==> config.mk <==
export PLATFORM = sky130hd
export DESIGN_NAME = fecc_flash_dev_flat
export DESIGN_NICKNAME = d
export VERILOG_FILES = /design/src/verilog/fecc_pkg.sv /design/src/verilog/fecc_if.sv /design/src/verilog/fecc_flash_dev.sv /design/src/verilog/fecc_word_track.sv /design/src/flat_wrapper.sv
export SDC_FILE = /design/constraint.sdc
export NUM_CORES = 1
export LEC_CHECK = 0
export BUFFER_PORTS_ARGS = -buffer_cell sky130_fd_sc_hd__buf_2
export CAP_MARGIN = 40
export CORE_MARGIN = 3
export CORE_UTILIZATION = 45
export DETAILED_ROUTE_END_ITERATION = 6
export PLACE_DENSITY = 0.75
export SETUP_SLACK_MARGIN = 0.05
export SLEW_MARGIN = 20
export SYNTH_ARGS = -nofsm -noshare
export SYNTH_HDL_FRONTEND = slang
export SYNTH_SLANG_ARGS = --single-unit
==> constraint.sdc <==
create_clock -name sys_clk -period 2.9 [get_ports sys_clk]
set_clock_uncertainty 0.15 [all_clocks]
set_input_delay 0.145 -clock sys_clk [delete_from_list [all_inputs] [get_ports sys_clk]]
set_output_delay 0.145 -clock sys_clk [all_outputs]
set_load 0.05 [all_outputs]
==> src/verilog/fecc_pkg.sv <==
// Package for the flash ECC and program-rule block.
// Assumes a single 100 MHz sys_clk domain shared by both ends.
package fecc_pkg;
  localparam int ADDR_W         = 24;     // Byte address width
  localparam int THR_W          = 8;      // Threshold field width
  localparam int CNT_W          = 8;      // Error counter width
  localparam logic [7:0] THR_RESET = 8'h00; // Threshold after reset
  localparam int MAIN_ALIGN_LSB = 3;      // 64-bit units, byte address
  localparam int OTP_ALIGN_LSB  = 4;      // 128-bit units, byte address
  localparam int MAIN_WORDS     = 64;     // Tracked main-array words
  localparam int OTP_WORDS      = 16;     // Tracked OTP words
  localparam logic [3:0] OTP_LP12_IDX = 4'h0; // Word holding pointers one/two
  localparam logic [3:0] OTP_LP3_IDX  = 4'h1; // Word holding pointer three

  // Program modes
  typedef enum logic [1:0] {
    PM_GEN_ECC   = 2'h0,  // program_with_generated_ecc
    PM_DATA_ECC  = 2'h1,  // program_data_with_supplied_ecc
    PM_DATA_ONLY = 2'h2   // program_data_without_ecc
  } fecc_pmode_t;

  // Refusal codes
  localparam logic [1:0] ERR_NONE    = 2'h0;
  localparam logic [1:0] ERR_ALIGN   = 2'h1;
  localparam logic [1:0] ERR_TWICE   = 2'h2;
  localparam logic [1:0] ERR_PARTIAL = 2'h3;
endpackage

==> src/verilog/fecc_if.sv <==
// Interface joining the flash access end and the software/fetch end.
// Assumes both ends run on the same clock and synchronous reset.
`timescale 1ns/1ps
interface fecc_if;
  import fecc_pkg::*;
  // Fetch / read path
  logic                  rd_valid;
  logic                  rd_is_fetch;
  logic [ADDR_W-1:0]     rd_addr;
  logic                  rd_done;
  logic                  rd_sbe;
  logic                  sbe_irq;
  logic                  irq_ack;
  logic [THR_W-1:0]      thr_wdata;
  logic                  thr_we;
  logic [CNT_W-1:0]      err_count;
  // Program path
  logic                  prg_valid;
  logic                  prg_otp;
  fecc_pmode_t           prg_mode;
  logic [ADDR_W-1:0]     prg_addr;
  logic                  prg_full;
  logic                  erase;
  logic                  prg_done;
  logic [1:0]            prg_err;

  modport dev (
    input  rd_valid, rd_is_fetch, rd_addr, irq_ack, thr_wdata, thr_we,
           prg_valid, prg_otp, prg_mode, prg_addr, prg_full, erase,
    output rd_done, rd_sbe, sbe_irq, err_count, prg_done, prg_err
  );
  modport sw (
    output rd_valid, rd_is_fetch, rd_addr, irq_ack, thr_wdata, thr_we,
           prg_valid, prg_otp, prg_mode, prg_addr, prg_full, erase,
    input  rd_done, rd_sbe, sbe_irq, err_count, prg_done, prg_err
  );
endinterface

==> src/verilog/fecc_flash_dev.sv <==
// Flash access end: fetch ECC error handling and program-rule checks.
// Assumes the partner keeps one read or program request in flight.
`timescale 1ns/1ps
module fecc_flash_dev #(
  parameter int MAIN_N = fecc_pkg::MAIN_WORDS,
  parameter int OTP_N  = fecc_pkg::OTP_WORDS
) (
  input  wire logic         sys_clk,
  input  wire logic         srst,
  fecc_if.dev               lnk,
  input  wire logic         sbe_inject,
  output logic [7:0]        thr_value
);
  import fecc_pkg::*;

  // Faulty-word emulation: one fetch address holds a persistent flaw
  logic              fault_seen_q;
  logic              fault_seen_d;
  logic [ADDR_W-1:0] fault_addr_q;
  logic [ADDR_W-1:0] fault_addr_d;
  // Threshold, error counter and interrupt
  logic [THR_W-1:0]  thr_q;
  logic [THR_W-1:0]  thr_d;
  logic [CNT_W-1:0]  cnt_q;
  logic [CNT_W-1:0]  cnt_d;
  logic              irq_q;
  logic              irq_d;
  // Read answer
  logic              rd_done_q;
  logic              rd_done_d;
  logic              rd_sbe_q;
  logic              rd_sbe_d;
  // Program answer and tracker handshake
  logic              prg_done_q;
  logic              prg_done_d;
  logic [1:0]        prg_err_q;
  logic [1:0]        prg_err_d;
  logic              sbe_now;
  logic              main_used;
  logic              otp_used;
  logic              main_mark;
  logic              otp_mark;

  // Address bits below the unit size must all be zero
  function automatic logic misaligned(input logic [ADDR_W-1:0] a, input int lsb);
    logic [ADDR_W-1:0] m;
    m = (ADDR_W'(1) << lsb) - ADDR_W'(1);
    return (a & m) != '0;
  endfunction

  // Pointer words take bitwise updates, so the tracker never locks them
  function automatic logic is_pointer_word(input logic [ADDR_W-1:0] a);
    logic [3:0] w;
    w = a[OTP_ALIGN_LSB +: 4];
    return (w == OTP_LP12_IDX) || (w == OTP_LP3_IDX);
  endfunction

  // A flaw stays in the word, so the refetch sees it again
  assign sbe_now = lnk.rd_valid && (sbe_inject ||
                   (fault_seen_q && lnk.rd_is_fetch && lnk.rd_addr == fault_addr_q));

  // Fault memory next-state: only fetches remember the flaw
  always_comb begin
    fault_seen_d = fault_seen_q;
    fault_addr_d = fault_addr_q;
    if (sbe_now && lnk.rd_is_fetch) begin
      fault_seen_d = 1'b1;
      fault_addr_d = lnk.rd_addr;
    end
  end

  // Data reads leave the memory alone, so they never loop
  always_ff @(posedge sys_clk) begin
    if (srst) begin
      fault_seen_q <= 1'b0;
      fault_addr_q <= '0;
    end else begin
      fault_seen_q <= fault_seen_d;
      fault_addr_q <= fault_addr_d;
    end
  end

  // Read, threshold and interrupt next-state
  always_comb begin
    thr_d     = thr_q;
    cnt_d     = cnt_q;
    irq_d     = irq_q;
    rd_done_d = lnk.rd_valid;
    rd_sbe_d  = sbe_now;
    if (lnk.thr_we) begin
      thr_d = lnk.thr_wdata;
    end
    if (lnk.irq_ack) begin
      irq_d = 1'b0;
    end
    if (sbe_now) begin
      // Saturates rather than wraps, a wrap would hide an error storm
      if (cnt_q != '1) begin
        cnt_d = cnt_q + CNT_W'(1);
      end
      // Set beats ack in the same cycle
      if (cnt_d > thr_q) begin
        irq_d = 1'b1;
      end
    end
  end

  always_ff @(posedge sys_clk) begin
    if (srst) begin
      thr_q     <= THR_RESET;
      cnt_q     <= '0;
      irq_q     <= 1'b0;
      rd_done_q <= 1'b0;
      rd_sbe_q  <= 1'b0;
    end else begin
      thr_q     <= thr_d;
      cnt_q     <= cnt_d;
      irq_q     <= irq_d;
      rd_done_q <= rd_done_d;
      rd_sbe_q  <= rd_sbe_d;
    end
  end

  // Program checks: refusal priority align, then partial, then twice
  always_comb begin
    prg_done_d = lnk.prg_valid;
    prg_err_d  = ERR_NONE;
    main_mark  = 1'b0;
    otp_mark   = 1'b0;
    if (lnk.prg_valid) begin
      if (lnk.prg_otp) begin
        // No partial check here: OTP units are always written whole
        if (misaligned(lnk.prg_addr, OTP_ALIGN_LSB)) begin
          prg_err_d = ERR_ALIGN;
        end else if (is_pointer_word(lnk.prg_addr)) begin
          prg_err_d = ERR_NONE;
        end else if (otp_used) begin
          prg_err_d = ERR_TWICE;
        end else begin
          otp_mark = 1'b1;
        end
      end else begin
        // Data-only under a full unit would leave its ECC slot stale
        if (misaligned(lnk.prg_addr, MAIN_ALIGN_LSB)) begin
          prg_err_d = ERR_ALIGN;
        end else if (lnk.prg_mode == PM_DATA_ONLY && !lnk.prg_full) begin
          prg_err_d = ERR_PARTIAL;
        end else if (main_used) begin
          prg_err_d = ERR_TWICE;
        end else begin
          main_mark = 1'b1;
        end
      end
    end
  end

  // Answer registered, one cycle after the request
  always_ff @(posedge sys_clk) begin
    if (srst) begin
      prg_done_q <= 1'b0;
      prg_err_q  <= ERR_NONE;
    end else begin
      prg_done_q <= prg_done_d;
      prg_err_q  <= prg_err_d;
    end
  end

  // Main array is erasable, OTP never is
  fecc_word_track #(.WORDS(MAIN_N), .IDX_W($clog2(MAIN_N))) u_main (
    .sys_clk (sys_clk),
    .srst    (srst),
    .clear   (lnk.erase),
    .idx     (lnk.prg_addr[MAIN_ALIGN_LSB +: $clog2(MAIN_N)]),
    .mark    (main_mark),
    .used    (main_used)
  );

  // No clear: once an OTP word is written it stays written
  fecc_word_track #(.WORDS(OTP_N), .IDX_W($clog2(OTP_N))) u_otp (
    .sys_clk (sys_clk),
    .srst    (srst),
    .clear   (1'b0),
    .idx     (lnk.prg_addr[OTP_ALIGN_LSB +: $clog2(OTP_N)]),
    .mark    (otp_mark),
    .used    (otp_used)
  );

  // Every link output comes straight from a flop
  assign lnk.rd_done   = rd_done_q;
  assign lnk.rd_sbe    = rd_sbe_q;
  assign lnk.sbe_irq   = irq_q;
  assign lnk.err_count = cnt_q;
  assign lnk.prg_done  = prg_done_q;
  assign lnk.prg_err   = prg_err_q;
  assign thr_value     = thr_q;
endmodule // fecc_flash_dev

==> src/verilog/fecc_word_track.sv <==
// Once-only tracker for program words, one bit per word.
// Assumes index is valid whenever check or mark is asserted.
`timescale 1ns/1ps
module fecc_word_track #(
  parameter int WORDS = 64,
  parameter int IDX_W = 6
) (
  input  wire logic             sys_clk,
  input  wire logic             srst,
  input  wire logic             clear,
  input  wire logic [IDX_W-1:0] idx,
  input  wire logic             mark,
  output logic                  used
);
  logic [WORDS-1:0] used_q;
  logic [WORDS-1:0] used_d;

  // Clear wins over mark, an erase empties the whole array
  always_comb begin
    used_d = used_q;
    if (clear) begin
      used_d = '0;
    end else if (mark) begin
      used_d[idx] = 1'b1;
    end
  end

  always_ff @(posedge sys_clk) begin
    if (srst) begin
      used_q <= '0;
    end else begin
      used_q <= used_d;
    end
  end

  assign used = used_q[idx];
endmodule // fecc_word_track

==> src/flat_wrapper.sv <==
// flat-port wrapper written by rule: the top's interface ports become plain ports
module fecc_flash_dev_flat import fecc_pkg::*;
#(
  parameter int MAIN_N = fecc_pkg::MAIN_WORDS,
  parameter int OTP_N  = fecc_pkg::OTP_WORDS
)
  (sys_clk, srst, sbe_inject, thr_value, lnk_rd_valid, lnk_rd_is_fetch, lnk_rd_addr, lnk_irq_ack, lnk_thr_wdata, lnk_thr_we, lnk_prg_valid, lnk_prg_otp, lnk_prg_mode, lnk_prg_addr, lnk_prg_full, lnk_erase, lnk_rd_done, lnk_rd_sbe, lnk_sbe_irq, lnk_err_count, lnk_prg_done, lnk_prg_err);
  fecc_if lnk_i ();
  input  wire logic sys_clk;
  input  wire logic srst;
  input  wire logic sbe_inject;
  output logic [7:0] thr_value;
  input wire logic [$bits(lnk_i.rd_valid)-1:0] lnk_rd_valid;
  input wire logic [$bits(lnk_i.rd_is_fetch)-1:0] lnk_rd_is_fetch;
  input wire logic [$bits(lnk_i.rd_addr)-1:0] lnk_rd_addr;
  input wire logic [$bits(lnk_i.irq_ack)-1:0] lnk_irq_ack;
  input wire logic [$bits(lnk_i.thr_wdata)-1:0] lnk_thr_wdata;
  input wire logic [$bits(lnk_i.thr_we)-1:0] lnk_thr_we;
  input wire logic [$bits(lnk_i.prg_valid)-1:0] lnk_prg_valid;
  input wire logic [$bits(lnk_i.prg_otp)-1:0] lnk_prg_otp;
  input wire logic [$bits(lnk_i.prg_mode)-1:0] lnk_prg_mode;
  input wire logic [$bits(lnk_i.prg_addr)-1:0] lnk_prg_addr;
  input wire logic [$bits(lnk_i.prg_full)-1:0] lnk_prg_full;
  input wire logic [$bits(lnk_i.erase)-1:0] lnk_erase;
  output wire logic [$bits(lnk_i.rd_done)-1:0] lnk_rd_done;
  output wire logic [$bits(lnk_i.rd_sbe)-1:0] lnk_rd_sbe;
  output wire logic [$bits(lnk_i.sbe_irq)-1:0] lnk_sbe_irq;
  output wire logic [$bits(lnk_i.err_count)-1:0] lnk_err_count;
  output wire logic [$bits(lnk_i.prg_done)-1:0] lnk_prg_done;
  output wire logic [$bits(lnk_i.prg_err)-1:0] lnk_prg_err;
  assign lnk_i.rd_valid = lnk_rd_valid;
  assign lnk_i.rd_is_fetch = lnk_rd_is_fetch;
  assign lnk_i.rd_addr = lnk_rd_addr;
  assign lnk_i.irq_ack = lnk_irq_ack;
  assign lnk_i.thr_wdata = lnk_thr_wdata;
  assign lnk_i.thr_we = lnk_thr_we;
  assign lnk_i.prg_valid = lnk_prg_valid;
  assign lnk_i.prg_otp = lnk_prg_otp;
  assign lnk_i.prg_mode = lnk_prg_mode;
  assign lnk_i.prg_addr = lnk_prg_addr;
  assign lnk_i.prg_full = lnk_prg_full;
  assign lnk_i.erase = lnk_erase;
  assign lnk_rd_done = lnk_i.rd_done;
  assign lnk_rd_sbe = lnk_i.rd_sbe;
  assign lnk_sbe_irq = lnk_i.sbe_irq;
  assign lnk_err_count = lnk_i.err_count;
  assign lnk_prg_done = lnk_i.prg_done;
  assign lnk_prg_err = lnk_i.prg_err;
  fecc_flash_dev #(.MAIN_N(MAIN_N), .OTP_N(OTP_N)) u_core (.sys_clk(sys_clk), .srst(srst), .lnk(lnk_i), .sbe_inject(sbe_inject), .thr_value(thr_value));
endmodule
## After elaboration in Yosys (flattened, before gate mapping)

Cells that the tools add are included.
Widths: inputs -> output; s select.

- Input bits: 69
- Output and inout bits: 22
- Word-level logic and storage cells: 69
- Register bits: 127

- Add/subtract/negate cells: 1
- Reduce and logical (&&, ||, !) cells: 15
- Bitwise logic cells: 3
- Magnitude comparators: 5
- Eq/ne operators: 4
- Muxes and demuxes: 30

Operator list:

| cell | number |
|---|---|
| $or 64x64->64 | 1 |
| $reduce_bool 24->1 | 2 |
| $eq 24x24->1 | 1 |
| $mux 1 | 17 |
| $mux 8 | 2 |
| $or 16x16->16 | 1 |
| $mux 2 | 7 |
| $add 8x1->8 const B | 1 |
| $gt 8x8->1 | 1 |
| $ne 8x8->1 const B | 1 |
| $logic_and 1x1->1 | 7 |
| $lt 6x7->1 const B | 1 |
| $bmux 1 s6 | 1 |
| $demux 1 s6 | 1 |
| $ge 6x1->1 const B | 1 |
| $lt 4x5->1 const B | 1 |
| $bmux 1 s4 | 1 |
| $demux 1 s4 | 1 |
| $eq 4x1->1 const B | 1 |
| $ge 4x1->1 const B | 1 |
| $logic_not 4->1 | 1 |
| $reduce_or 2->1 | 2 |
| $eq 2x2->1 const B | 1 |
| $logic_or 1x1->1 | 2 |
| 2 further kinds | 2 |

## Longest topological paths before layout

Gate-level depths: netlist of run 1.

- Depth in word-level cells: 8
- Depth in mapped cells: 14
- Mapped depth without buffers: 14

## Modules after synthesis

A second synthesis of run 1 with hierarchy kept.

- Cells, all modules: 665
- Area, all modules: 5910.7 µm²

Modules (own cells, without submodules):

| module | instances | area each (µm²) | sequential area each (µm²) | cells each |
|---|---|---|---|---|
| fecc_word_track (u_core.u_main) | 1 | 2633.8 | 1281.2 | 299 |
| fecc_flash_dev | 1 | 2603.7 | 940.9 | 297 |
| fecc_word_track (u_core.u_otp) | 1 | 673.1 | 320.3 | 69 |

## Least setup slack after synthesis of run 1

OpenSTA, ideal clock, no wires.

- Path type: flip-flop to flip-flop
- From: register u_core.cnt_q[0], in the netlist u_core.lnk.err_count[0]
- To: register u_core.irq_q, in the netlist u_core.lnk.sbe_irq
- Setup time: 70 ps
- Path buffers: 0
- Stages on the path, launching flop included: 15
- Required time: 2680 ps
- Clock period less this slack: 3179 ps
- Setup slack: -279 ps
- Arrival: 2959 ps
- Path through: dfxtp_1 ha_1 and2_1 nand3_1 nand4_1 inv_1 nand3_1 xnor2_1 ha_1 a21o_1 a21o_1 a21oi_1 o21ai_0 or3b_2 a21oi_1

- Word-level cells in the longest chain between the ends: 6
- Elaborated cells between the ends (all ways): 7
- Those cells by class: 1 x add/sub; 1 x order compare; 1 x eq/ne; 4 x mux

Ends and longest elaborated chain:

| what | line | source |
|---|---|---|
| start: declaration | fecc_flash_dev.sv:24 | `logic [CNT_W-1:0] cnt_q;` |
| start signal: assignment | fecc_flash_dev.sv:117 | `cnt_q <= cnt_d;` |
| $add 8x1->8 / $ne 8x8->1 (equally long branches) | fecc_flash_dev.sv:99, fecc_flash_dev.sv:98 |  |
| $mux 8 * | fecc_flash_dev.sv:98 | `if (cnt_q != '1) begin` |
| $mux 8 * | fecc_flash_dev.sv:96 | `if (sbe_now) begin` |
| $gt 8x8->1 * | fecc_flash_dev.sv:102 | `if (cnt_d > thr_q) begin` |
| $mux 1 * | fecc_flash_dev.sv:102 |  |
| $mux 1 * | fecc_flash_dev.sv:96 |  |
| end signal: assignment | fecc_flash_dev.sv:118 | `irq_q <= irq_d;` |
| end: declaration | fecc_flash_dev.sv:26 | `logic irq_q;` |

Mark *: on every way between the ends. The rest lies on a longest branch, timed or not. The select of a mux whose other input is x is not followed.
A chain may end at the register's enable or synchronous reset.

## Worst setup path in the final report of run 1

Same ends and word-level chain as after synthesis.

==> qor.csv, run 1 <==
metric,value,unit
outcome,completed,
yosys warns,0,
detailed-route via count,5430,
CP Max Fanout,5,
CP Capture Type,flip-flop,
slowest CP cell,dfxtp_4,
PortBufs,75,
dpl hpwl,9540,µm
internal power,3290,µW
worst vdd ir,389,µV
Slew headroom,54.9,%
syn avg cell area,8.93,µm²
leak pwr,0.00315,µW
vias in the first global route,5496,
Placed Area,6420,µm²
Final Hold Fails,0,
total power,4290,µW
Comb pwr share,9.8,%
1st-pass router iterations,5,
crit start category,flip-flop,
Seq pwr share,41.7,%
syn nets,743,
CORE AREA,12800,µm²
Area growth syn-to-layout,27.3,%
FMAX,0.360,GHz
starting density of the core,46.5,%
RePlAce Congestion,0.834,
Worst-path clk slew,0.05,ns
fin area,7560,µm²
sw power,1000,µW
Most Crowded Layer GR,met2,
Post-synth top cells,"dfxtp_1 (127), nand2_1 (104), nor2_1 (69)",
"count leader, synth",dfxtp_1,
Cell Pwr Density,568,nW/µm²
largest net degree at the start of global routing,65,
pre-CTS WS,0.0593,ns
Synth Instances,665,
GRT overflow,0,
"Slew Viols, Final",0,
Iter 0 DRT Violations,441,
crit path time final,2.78,ns
CP required,3.03,ns
drt wl/cell,16.6,µm
area fraction of the dominant cell type after synthesis,42.8,%
Setup TNS,0,ns
cell taking the most area after synthesis,dfxtp_1,
Slew @ Worst Pin,0.676,ns
"Worst Path Class, Setup",reg -> reg,
CTS H-Tree Depth,4,
register area share after synthesis,42.8,%
final period utilization,95.8,%
drt total wl,16100,µm
ys async rst share,0,%
DR vias/cell,5.62,
clock share of power,48.5,%
layout net count,859,
crit path cell chain,ha_2 > and2_4 > nand3_4 > nand4_1 > inv_1 > nand3_2 > xnor2_2 > ha_1 > a21o_1 > a21o_1 > a21oi_1 > o21ai_1 > or3b_4 > a21oi_1,
grt met1 use,25.6,%
Clock Latency Late Sink,0.42,ns
"Data arrival, critical path",2.91,ns
ant diodes,0,
Cell Rows,41,
CTS buffer count,17,
Min-Delay Path Class,in -> reg,
met2 Track Usage GR,37.2,%
post-layout util,59.2,%
residual DRC count,0,
Longest Clk Path Bufs,2,
# IOs,91,
post-route ant nets,0,
total of fill cells in the finished design,1051,
global-route wire length before repair,25700,µm
Sink Count,127,
Yosys reg bits,127,
"EDFF count, synth",0,
root cell of the clock tree,clkbuf_16,
post-synth cell types,51,
Final WS setup,0.121,ns
switching share of power,23.3,%
Die W,121,µm
layout cells sized above 1,18.3,%
GRT Total Usage,22.0,%
CTS tree,yes,
largest cells by area after synthesis,"dfxtp_1 (43%), mux2i_1 (10%), o31ai_1 (8.5%), nand2_1 (6.6%), nor2_1 (4.4%)",
M3 GR Usage,5.97,%
Crit path largest cell delay,0.34,ns
antenna violations before repair,0,
die area,14600,µm²
max-cap violations,0,
"Top FF cell, synth",dfxtp_1,
Mapped Area,5940,µm²
"Setup violations, final",0,
die height,121,µm
placed cells by master (no fill, tap or decap), types with 3 or more instances in the layout:
cell type      count
xor2_1            12
nand3b_1           7
nor2_1            68
clkbuf_8           4
nor3_2             3
nand4_1           10
o31ai_1           67
nand2_1          104
clkinv_2           4
nand2b_1           8
o21ai_0            6
o21ai_1            4
nor4_1             3
clkbuf_16         17
nor3_1             9
o32ai_1            4
dlygate4sd3_1     48
dfxtp_1          120
dfxtp_2            5
clkbuf_1           5
buf_2             73
a21oi_1           25
mux4_1             3
buf_4             20
inv_1             15
nand3_1            8
ha_1               8
nor2b_1            7
o22ai_1            8
xnor2_1           16
mux2i_1           61
a31oi_1            3
worst paths after layout:
check                                   startpoint                               endpoint  slack (ns)  cells after the start
max           u_core.lnk.err_count[0]$_SDFFE_PP0N_          u_core.lnk.sbe_irq$_SDFF_PP0_        0.12                     14
min                                     lnk_thr_we       u_core.thr_value[7]$_SDFFE_PP0P_        0.02                      3
max reg2reg   u_core.lnk.err_count[0]$_SDFFE_PP0N_          u_core.lnk.sbe_irq$_SDFF_PP0_        0.12                     14
min reg2reg  u_core.u_main.used_q[20]$_SDFFE_PP0P_  u_core.u_main.used_q[20]$_SDFFE_PP0P_        0.30                      2
state kept, by name (all words and copies together) (netlist names):
| name | flops |
|---|---|
| u_core.thr_value | 8 |
| u_core.fault_seen_q | 1 |
| u_core.lnk.err_count | 8 |
| u_core.u_main.used_q | 64 |
| u_core.u_otp.used_q | 16 |
| u_core.fault_addr_q | 24 |
| u_core.lnk.prg_done | 1 |
| u_core.lnk.rd_sbe | 1 |
| u_core.lnk.rd_done | 1 |
| u_core.lnk.prg_err | 2 |
| u_core.lnk.sbe_irq | 1 |
cell type report:
cell class | count | area [µm²] | share of cell area (%)
Clock buffer | 26 | 499 | 6.60
Clock inverter | 6 | 80.1 | 1.06
Inverter | 15 | 56.3 | 0.745
Multi-Input combinational cell | 476 | 3120 | 41.3
Sequential cell | 127 | 2560 | 33.8
Tap cell | 172 | 215 | 2.85
Timing Repair Buffer | 144 | 1030 | 13.6
what timing repair did:
item / CTS / global route
gates cloned: 0 / 0
endpoints found under the setup margin: 1 / 2
pin swaps: 2 / 3
buffers inserted: 0 / 6
gates resized for setup: 3 / 7
hold buffers: 48 / 0
hold endpoints to repair: 41 / 0
metrics by stage:
step,cells,hold slack [ns]
2_1_floorplan,665,0.123
3_3_place_gp,880,0.231
3_5_place_dp,880,0.242
4_1_cts,960,0.00381
5_1_grt,966,0.0454
6_report,966,0.0207
cells by family (layout without fill, tap and decap cells):
kind of cell	Yosys count	in the layout	synth area share, %
mux	67	67	12.6
compound gates	125	125	14.3
flops	127	127	42.8
fa+ha+maj	9	9	1.90
simple gates	246	246	18.8
buf+inv	62	191	5.35
xor+xnor	29	29	4.28
layer usage:
| metal | routed length (µm) | part of all wire (%) | vias to the layer above |
|---|---|---|---|
| met1 | 6590 | 41 | 2582 |
| met3 | 976 | 6.1 | 48 |
| li1 | - | - | 2586 |
| met5 | 0 | 0 | - |
| met4 | 518 | 3.2 | 0 |
| met2 | 7970 | 50 | 214 |
worst max-delay path: cells and delay by family, from the launching register on:
family | cells | cell delay [ns]
and+or+nand+nor | 5 | 0.77
AOI/OAI and AO/OA | 5 | 0.59
adders and majority gates | 2 | 0.51
DFF | 1 | 0.34
xor gates and xnor gates | 1 | 0.15
buffers and inverters | 1 | 0.12
power by group through the flow:
| stage | logic, µW | clock network [µW] | registers, µW |
|---|---|---|---|
| global route | 456 | 2190 | 1790 |
| global placement | 337 | 0 | 1820 |
| finish | 422 | 2080 | 1790 |
| floorplan | 207 | 0 | 1860 |
| CTS | 400 | 2110 | 1790 |
| detailed placement | 346 | 0 | 1820 |
No activity file was read; power rests on OpenSTA's default activity.
==> run 2, diff against run 1 <==
Settings changed: PLACE_DENSITY 0.75 to 0.73.
Clock period 2.9 ns to 3.6 ns, I/O delays scaled along.
==> qor.csv, run 2 (synthesis gave the netlist of run 1 again) <==
metric,value,unit,change
GRT overflow,0,,unchanged
"Slew Viols, Final",0,,unchanged
sw power,767,µW,-23%
switching share of power,24.0,%,+0.69 points
antenna violations before repair,0,,unchanged
layout net count,838,,-2.4%
CP Max Fanout,6,,+1
Comb pwr share,10.0,%,+0.2 points
starting density of the core,46.5,%,unchanged
crit path time final,3.14,ns,+0.359 ns
drt wl/cell,16.0,µm,-3.5%
layout cells sized above 1,15.1,%,-3.2 points
CP required,3.79,ns,+0.76 ns
GRT Total Usage,21.6,%,-0.32 points
"commonest non-fill, non-tap cells in the layout","dfxtp_1 (127), nand2_1 (104), buf_2 (75), nor2_1 (68), o31ai_1 (67)",,
total of fill cells in the finished design,1113,,+5.9%
"most common cell after layout, fill and taps aside",dfxtp_1,,
ant diodes,0,,unchanged
Setup TNS,0,ns,unchanged
"Setup violations, final",0,,unchanged
CTS tree,yes,,
residual DRC count,0,,unchanged
worst vdd ir,328,µV,-16%
leak pwr,0.00301,µW,-4.7%
vias in the first global route,5184,,-5.7%
die area,14600,µm²,unchanged
Clock Latency Late Sink,0.42,ns,about the same
PortBufs,75,,unchanged
fin area,7250,µm²,-4.1%
Worst-path clk slew,0.05,ns,about the same
die height,121,µm,unchanged
max-cap violations,0,,unchanged
clock share of power,44.8,%,-3.7 points
CORE AREA,12800,µm²,unchanged
CP Capture Type,flip-flop,,
Placed Area,6370,µm²,-0.88%
# IOs,91,,unchanged
post-layout util,56.8,%,-2.4 points
1st-pass router iterations,5,,unchanged
crit start category,flip-flop,,
post-CTS setup buffers,0,,unchanged
final period utilization,87.2,%,-8.7 points
Die W,121,µm,unchanged
Area growth syn-to-layout,22.1,%,
RePlAce Congestion,0.876,,+5.0%
post-route ant nets,0,,unchanged
Largest regs,"u_core.u_main.used_q: 64 flops, u_core.fault_addr_q: 24 flops, u_core.u_otp.used_q: 16 flops",,
largest net degree at the start of global routing,65,,unchanged
largest register by flop count,u_core.u_main.used_q,,
root cell of the clock tree,clkbuf_16,,
Sink Count,127,,unchanged
RSZ-0062 raised after global routing,no,,
post-CTS sizing,0,,-3
Cell Pwr Density,440,nW/µm²,-22%
Iter 0 DRT Violations,378,,-14%
Final Hold Fails,0,,unchanged
"Data arrival, critical path",3.33,ns,+0.42 ns
Seq pwr share,45.2,%,+3.5 points
Slew @ Worst Pin,0.741,ns,+0.0644 ns
CTS buffer count,17,,unchanged
outcome,completed,,
"Worst Path Class, Setup",reg -> reg,,
CTS H-Tree Depth,4,,unchanged
Min-Delay Path Class,in -> reg,,
dpl hpwl,9500,µm,-0.44%
Cell Rows,41,,unchanged
global-route wire length before repair,25300,µm,-1.5%
FMAX,0.319,GHz,-11%
drt total wl,15100,µm,-6.1%
max reg flops,64,,unchanged
detailed-route via count,5175,,-4.7%
DR vias/cell,5.51,,-2.1%
Longest Clk Path Bufs,2,,unchanged
Slew headroom,50.5,%,-4.5 points
internal power,2420,µW,-26%
run 2: changes by cell type in the layout (fill, tap and decap cells not counted), sizes merged:
cell and change:
dlygate4sd3 -10, buf -9, clkbuf -4, bufinv -2, clkinv -1
run 2: repair_timing:
item / in CTS / in global routing
hold buffers: 38 / 0
endpoints found under the hold margin: 38 / 0
setup endpoints to repair: 0 / 0
run 2: worst paths after layout:
| kind | start | end | slack, ns | cells past startpoint |
|---|---|---|---|---|
| hold / removal | lnk_erase | u_core.u_main.used_q[60]$_SDFFE_PP0P_ | 0.02 | 3 |
| hold reg to reg | u_core.u_main.used_q[28]$_SDFFE_PP0P_ | u_core.u_main.used_q[28]$_SDFFE_PP0P_ | 0.30 | 2 |
| setup / recovery | u_core.lnk.err_count[0]$_SDFFE_PP0N_ | u_core.lnk.sbe_irq$_SDFF_PP0_ | 0.46 | 14 |
| setup reg to reg | u_core.lnk.err_count[0]$_SDFFE_PP0N_ | u_core.lnk.sbe_irq$_SDFF_PP0_ | 0.46 | 14 |
run 2: through the flow:
stage	setup slack [ns]	hold slack (ns)	std cells	total power [µW]
3_5_place_dp	0.499	0.278	874	1750
6_report	0.462	0.0202	940	3190
4_1_cts	0.477	0.00149	939	3200
3_3_place_gp	0.546	0.267	873	1740
2_1_floorplan	0.421	0.158	665	1670
5_1_grt	0.175	0.0194	940	3320
run 2: critical path, cell delays in order, from the launching register on:
cell and delay [ns]:
dfxtp_1 0.38, ha_1 0.24, and2_1 0.20, nand3_1 0.23, nand4_1 0.22, inv_1 0.09
nand3_1 0.12, xnor2_1 0.17, ha_1 0.31, a21o_1 0.12, a21o_1 0.10, a21oi_1 0.05
o21ai_0 0.06, or3b_2 0.48, a21oi_1 0.13
run 2: layout make-up:
| type | instances | area (µm²) | area share (%) |
|---|---|---|---|
| tap | 172 | 215 | 2.97 |
| multi-input combinational | 476 | 3090 | 42.6 |
| inverter | 15 | 56.3 | 0.777 |
| sequential | 127 | 2540 | 35.1 |
| clock buffer | 24 | 462 | 6.37 |
| clock inverter | 3 | 15.0 | 0.207 |
| timing repair buffer | 123 | 871 | 12.0 |
run 2: metal layers:
layer	GRT usage, %	vias to the layer above	routed length [µm]	part of all wire [%]
met5	0	-	0	0
met4	6.09	0	208	1.4
met3	6.62	21	913	6.1
met2	37.3	160	7440	49
met1	26.0	2457	6510	43
li1	-	2537	-	-
run 2: power by group through the flow:
stage / logic [µW] / registers, µW / clock network (µW)
finish: 319 / 1440 / 1430
global route: 346 / 1440 / 1530
CTS: 311 / 1440 / 1450
detailed placement: 279 / 1470 / 0
global placement: 268 / 1470 / 0
floorplan: 167 / 1500 / 0
==> run 3, diff against run 2 <==
Settings changed: HOLD_SLACK_MARGIN set to 0.06.
==> qor.csv, run 3 (synthesis gave the netlist of run 1 again) <==
metric,value,unit,change
Iter 0 DRT Violations,359,,-5.0%
die area,14600,µm²,unchanged
RSZ-0062 raised after global routing,no,,
Worst-path clk slew,0.05,ns,about the same
Final Hold Fails,0,,unchanged
"most common cell after layout, fill and taps aside",dfxtp_1,,
final period utilization,87.6,%,+0.38 points
pre-CTS WS,0.499,ns,unchanged
worst vdd ir,329,µV,+0.30%
outcome,completed,,
largest net degree at the start of global routing,65,,unchanged
"Slew Viols, Final",0,,unchanged
drt total wl,15200,µm,+0.99%
Slew headroom,49.9,%,-0.50 points
Min-Delay Path Class,in -> reg,,
crit path time final,3.15,ns,+0.0138 ns
dpl hpwl,9500,µm,unchanged
Clock Latency Late Sink,0.42,ns,about the same
CP Capture Type,flip-flop,,
vias in the first global route,5265,,+1.6%
Setup TNS,0,ns,unchanged
# IOs,91,,unchanged
CTS tree,yes,,
CTS buffer count,17,,unchanged
Slew @ Worst Pin,0.748,ns,+0.00749 ns
hold buffer count at CTS,50,,+32%
DR vias/cell,5.52,,+0.32%
largest register by flop count,u_core.u_main.used_q,,
drt wl/cell,16.0,µm,-0.28%
post-route ant nets,0,,unchanged
die height,121,µm,unchanged
Area growth syn-to-layout,24.1,%,
global-route wire length before repair,25300,µm,-0.19%
max-cap violations,0,,unchanged
Largest regs,"u_core.u_main.used_q: 64 flops, u_core.fault_addr_q: 24 flops, u_core.u_otp.used_q: 16 flops",,
max reg flops,64,,unchanged
residual DRC count,0,,unchanged
Final WS setup,0.448,ns,-0.0138 ns
GRT Total Usage,21.6,%,-0.047 points
"Setup violations, final",0,,unchanged
post-CTS sizing,0,,unchanged
CP required,3.79,ns,about the same
leak pwr,0.00305,µW,+1.5%
layout cells sized above 1,14.9,%,-0.23 points
antenna violations before repair,0,,unchanged
Die W,121,µm,unchanged
Longest Clk Path Bufs,2,,unchanged
root cell of the clock tree,clkbuf_16,,
1st-pass router iterations,5,,unchanged
FMAX,0.317,GHz,-0.44%
"Data arrival, critical path",3.34,ns,about the same
"Worst Path Class, Setup",reg -> reg,,
CORE AREA,12800,µm²,unchanged
GRT overflow,0,,unchanged
layout net count,850,,+1.4%
CTS H-Tree Depth,4,,unchanged
detailed-route via count,5258,,+1.6%
PortBufs,75,,unchanged
Sink Count,127,,unchanged
"commonest non-fill, non-tap cells in the layout","dfxtp_1 (127), nand2_1 (104), buf_2 (75), nor2_1 (68), o31ai_1 (67)",,
starting density of the core,46.5,%,unchanged
crit start category,flip-flop,,
R2R setup slack,0.45,ns,about the same
RePlAce Congestion,0.876,,unchanged
Cell Rows,41,,unchanged
ant diodes,0,,unchanged
CP Max Fanout,6,,unchanged
Cell Pwr Density,435,nW/µm²,-1.2%
post-CTS setup buffers,0,,unchanged
[run 3: cell count changes in the layout (fill, tap and decap cells not counted), sizes merged]
cell	before	now
dlygate4sd3	38	50
[run 3: layer usage]
| layer | global-route usage [%] | up-vias | share of wire [%] |
|---|---|---|---|
| li1 | - | 2569 | - |
| met1 | 25.7 | 2509 | 43 |
| met2 | 37.3 | 163 | 50 |
| met3 | 6.29 | 17 | 5.6 |
| met4 | 7.01 | 0 | 1.3 |
| met5 | 0 | - | 0 |
[run 3: report_power, final]
| group | total, µW | switching [µW] | internal, µW |
|---|---|---|---|
| sequential | 1440 | 14.8 | 1430 |
| combinational | 333 | 196 | 137 |
| clock | 1430 | 559 | 871 |
[run 3: critical path, stage by stage (launching register included)]
cell	delay (ns)
dfxtp_1	0.38
ha_1	0.25
and2_1	0.21
nand3_1	0.23
nand4_1	0.23
inv_1	0.10
nand3_1	0.12
xnor2_1	0.17
ha_1	0.31
a21o_1	0.12
a21o_1	0.10
a21oi_1	0.05
o21ai_0	0.06
or3b_2	0.48
a21oi_1	0.13
[run 3: path summary, 6_finish.rpt]
path,startpoint,end,cells past startpoint
worst max register to register,u_core.lnk.err_count[0]$_SDFFE_PP0N_,u_core.lnk.sbe_irq$_SDFF_PP0_,14
worst max-delay path,u_core.lnk.err_count[0]$_SDFFE_PP0N_,u_core.lnk.sbe_irq$_SDFF_PP0_,14
worst min-delay path,lnk_thr_we,u_core.thr_value[7]$_SDFFE_PP0P_,3
worst min register to register,u_core.u_main.used_q[28]$_SDFFE_PP0P_,u_core.u_main.used_q[28]$_SDFFE_PP0P_,2
[run 3: area by class of cell]
| cell class | count | area (µm²) |
|---|---|---|
| Timing Repair Buffer | 135 | 991 |
| Sequential cell | 127 | 2540 |
| Multi-Input combinational cell | 476 | 3090 |
| Tap cell | 172 | 215 |
| Inverter | 15 | 56.3 |
| Fill cell | 1099 | 5400 |
| Clock buffer | 24 | 462 |
| Clock inverter | 3 | 15.0 |
[run 3: stage by stage]
step	util [%]	power, µW	area [µm²]	hold slack, ns	std cells
after CTS	57.5	3220	7340	0.0636	951
after detailed placement	49.8	1750	6370	0.278	874
after global routing	57.7	3330	7370	0.0875	952
after floorplan	-	1670	5940	0.158	665
final	57.7	3200	7370	0.0712	952
after global placement	49.6	1740	6340	0.267	873
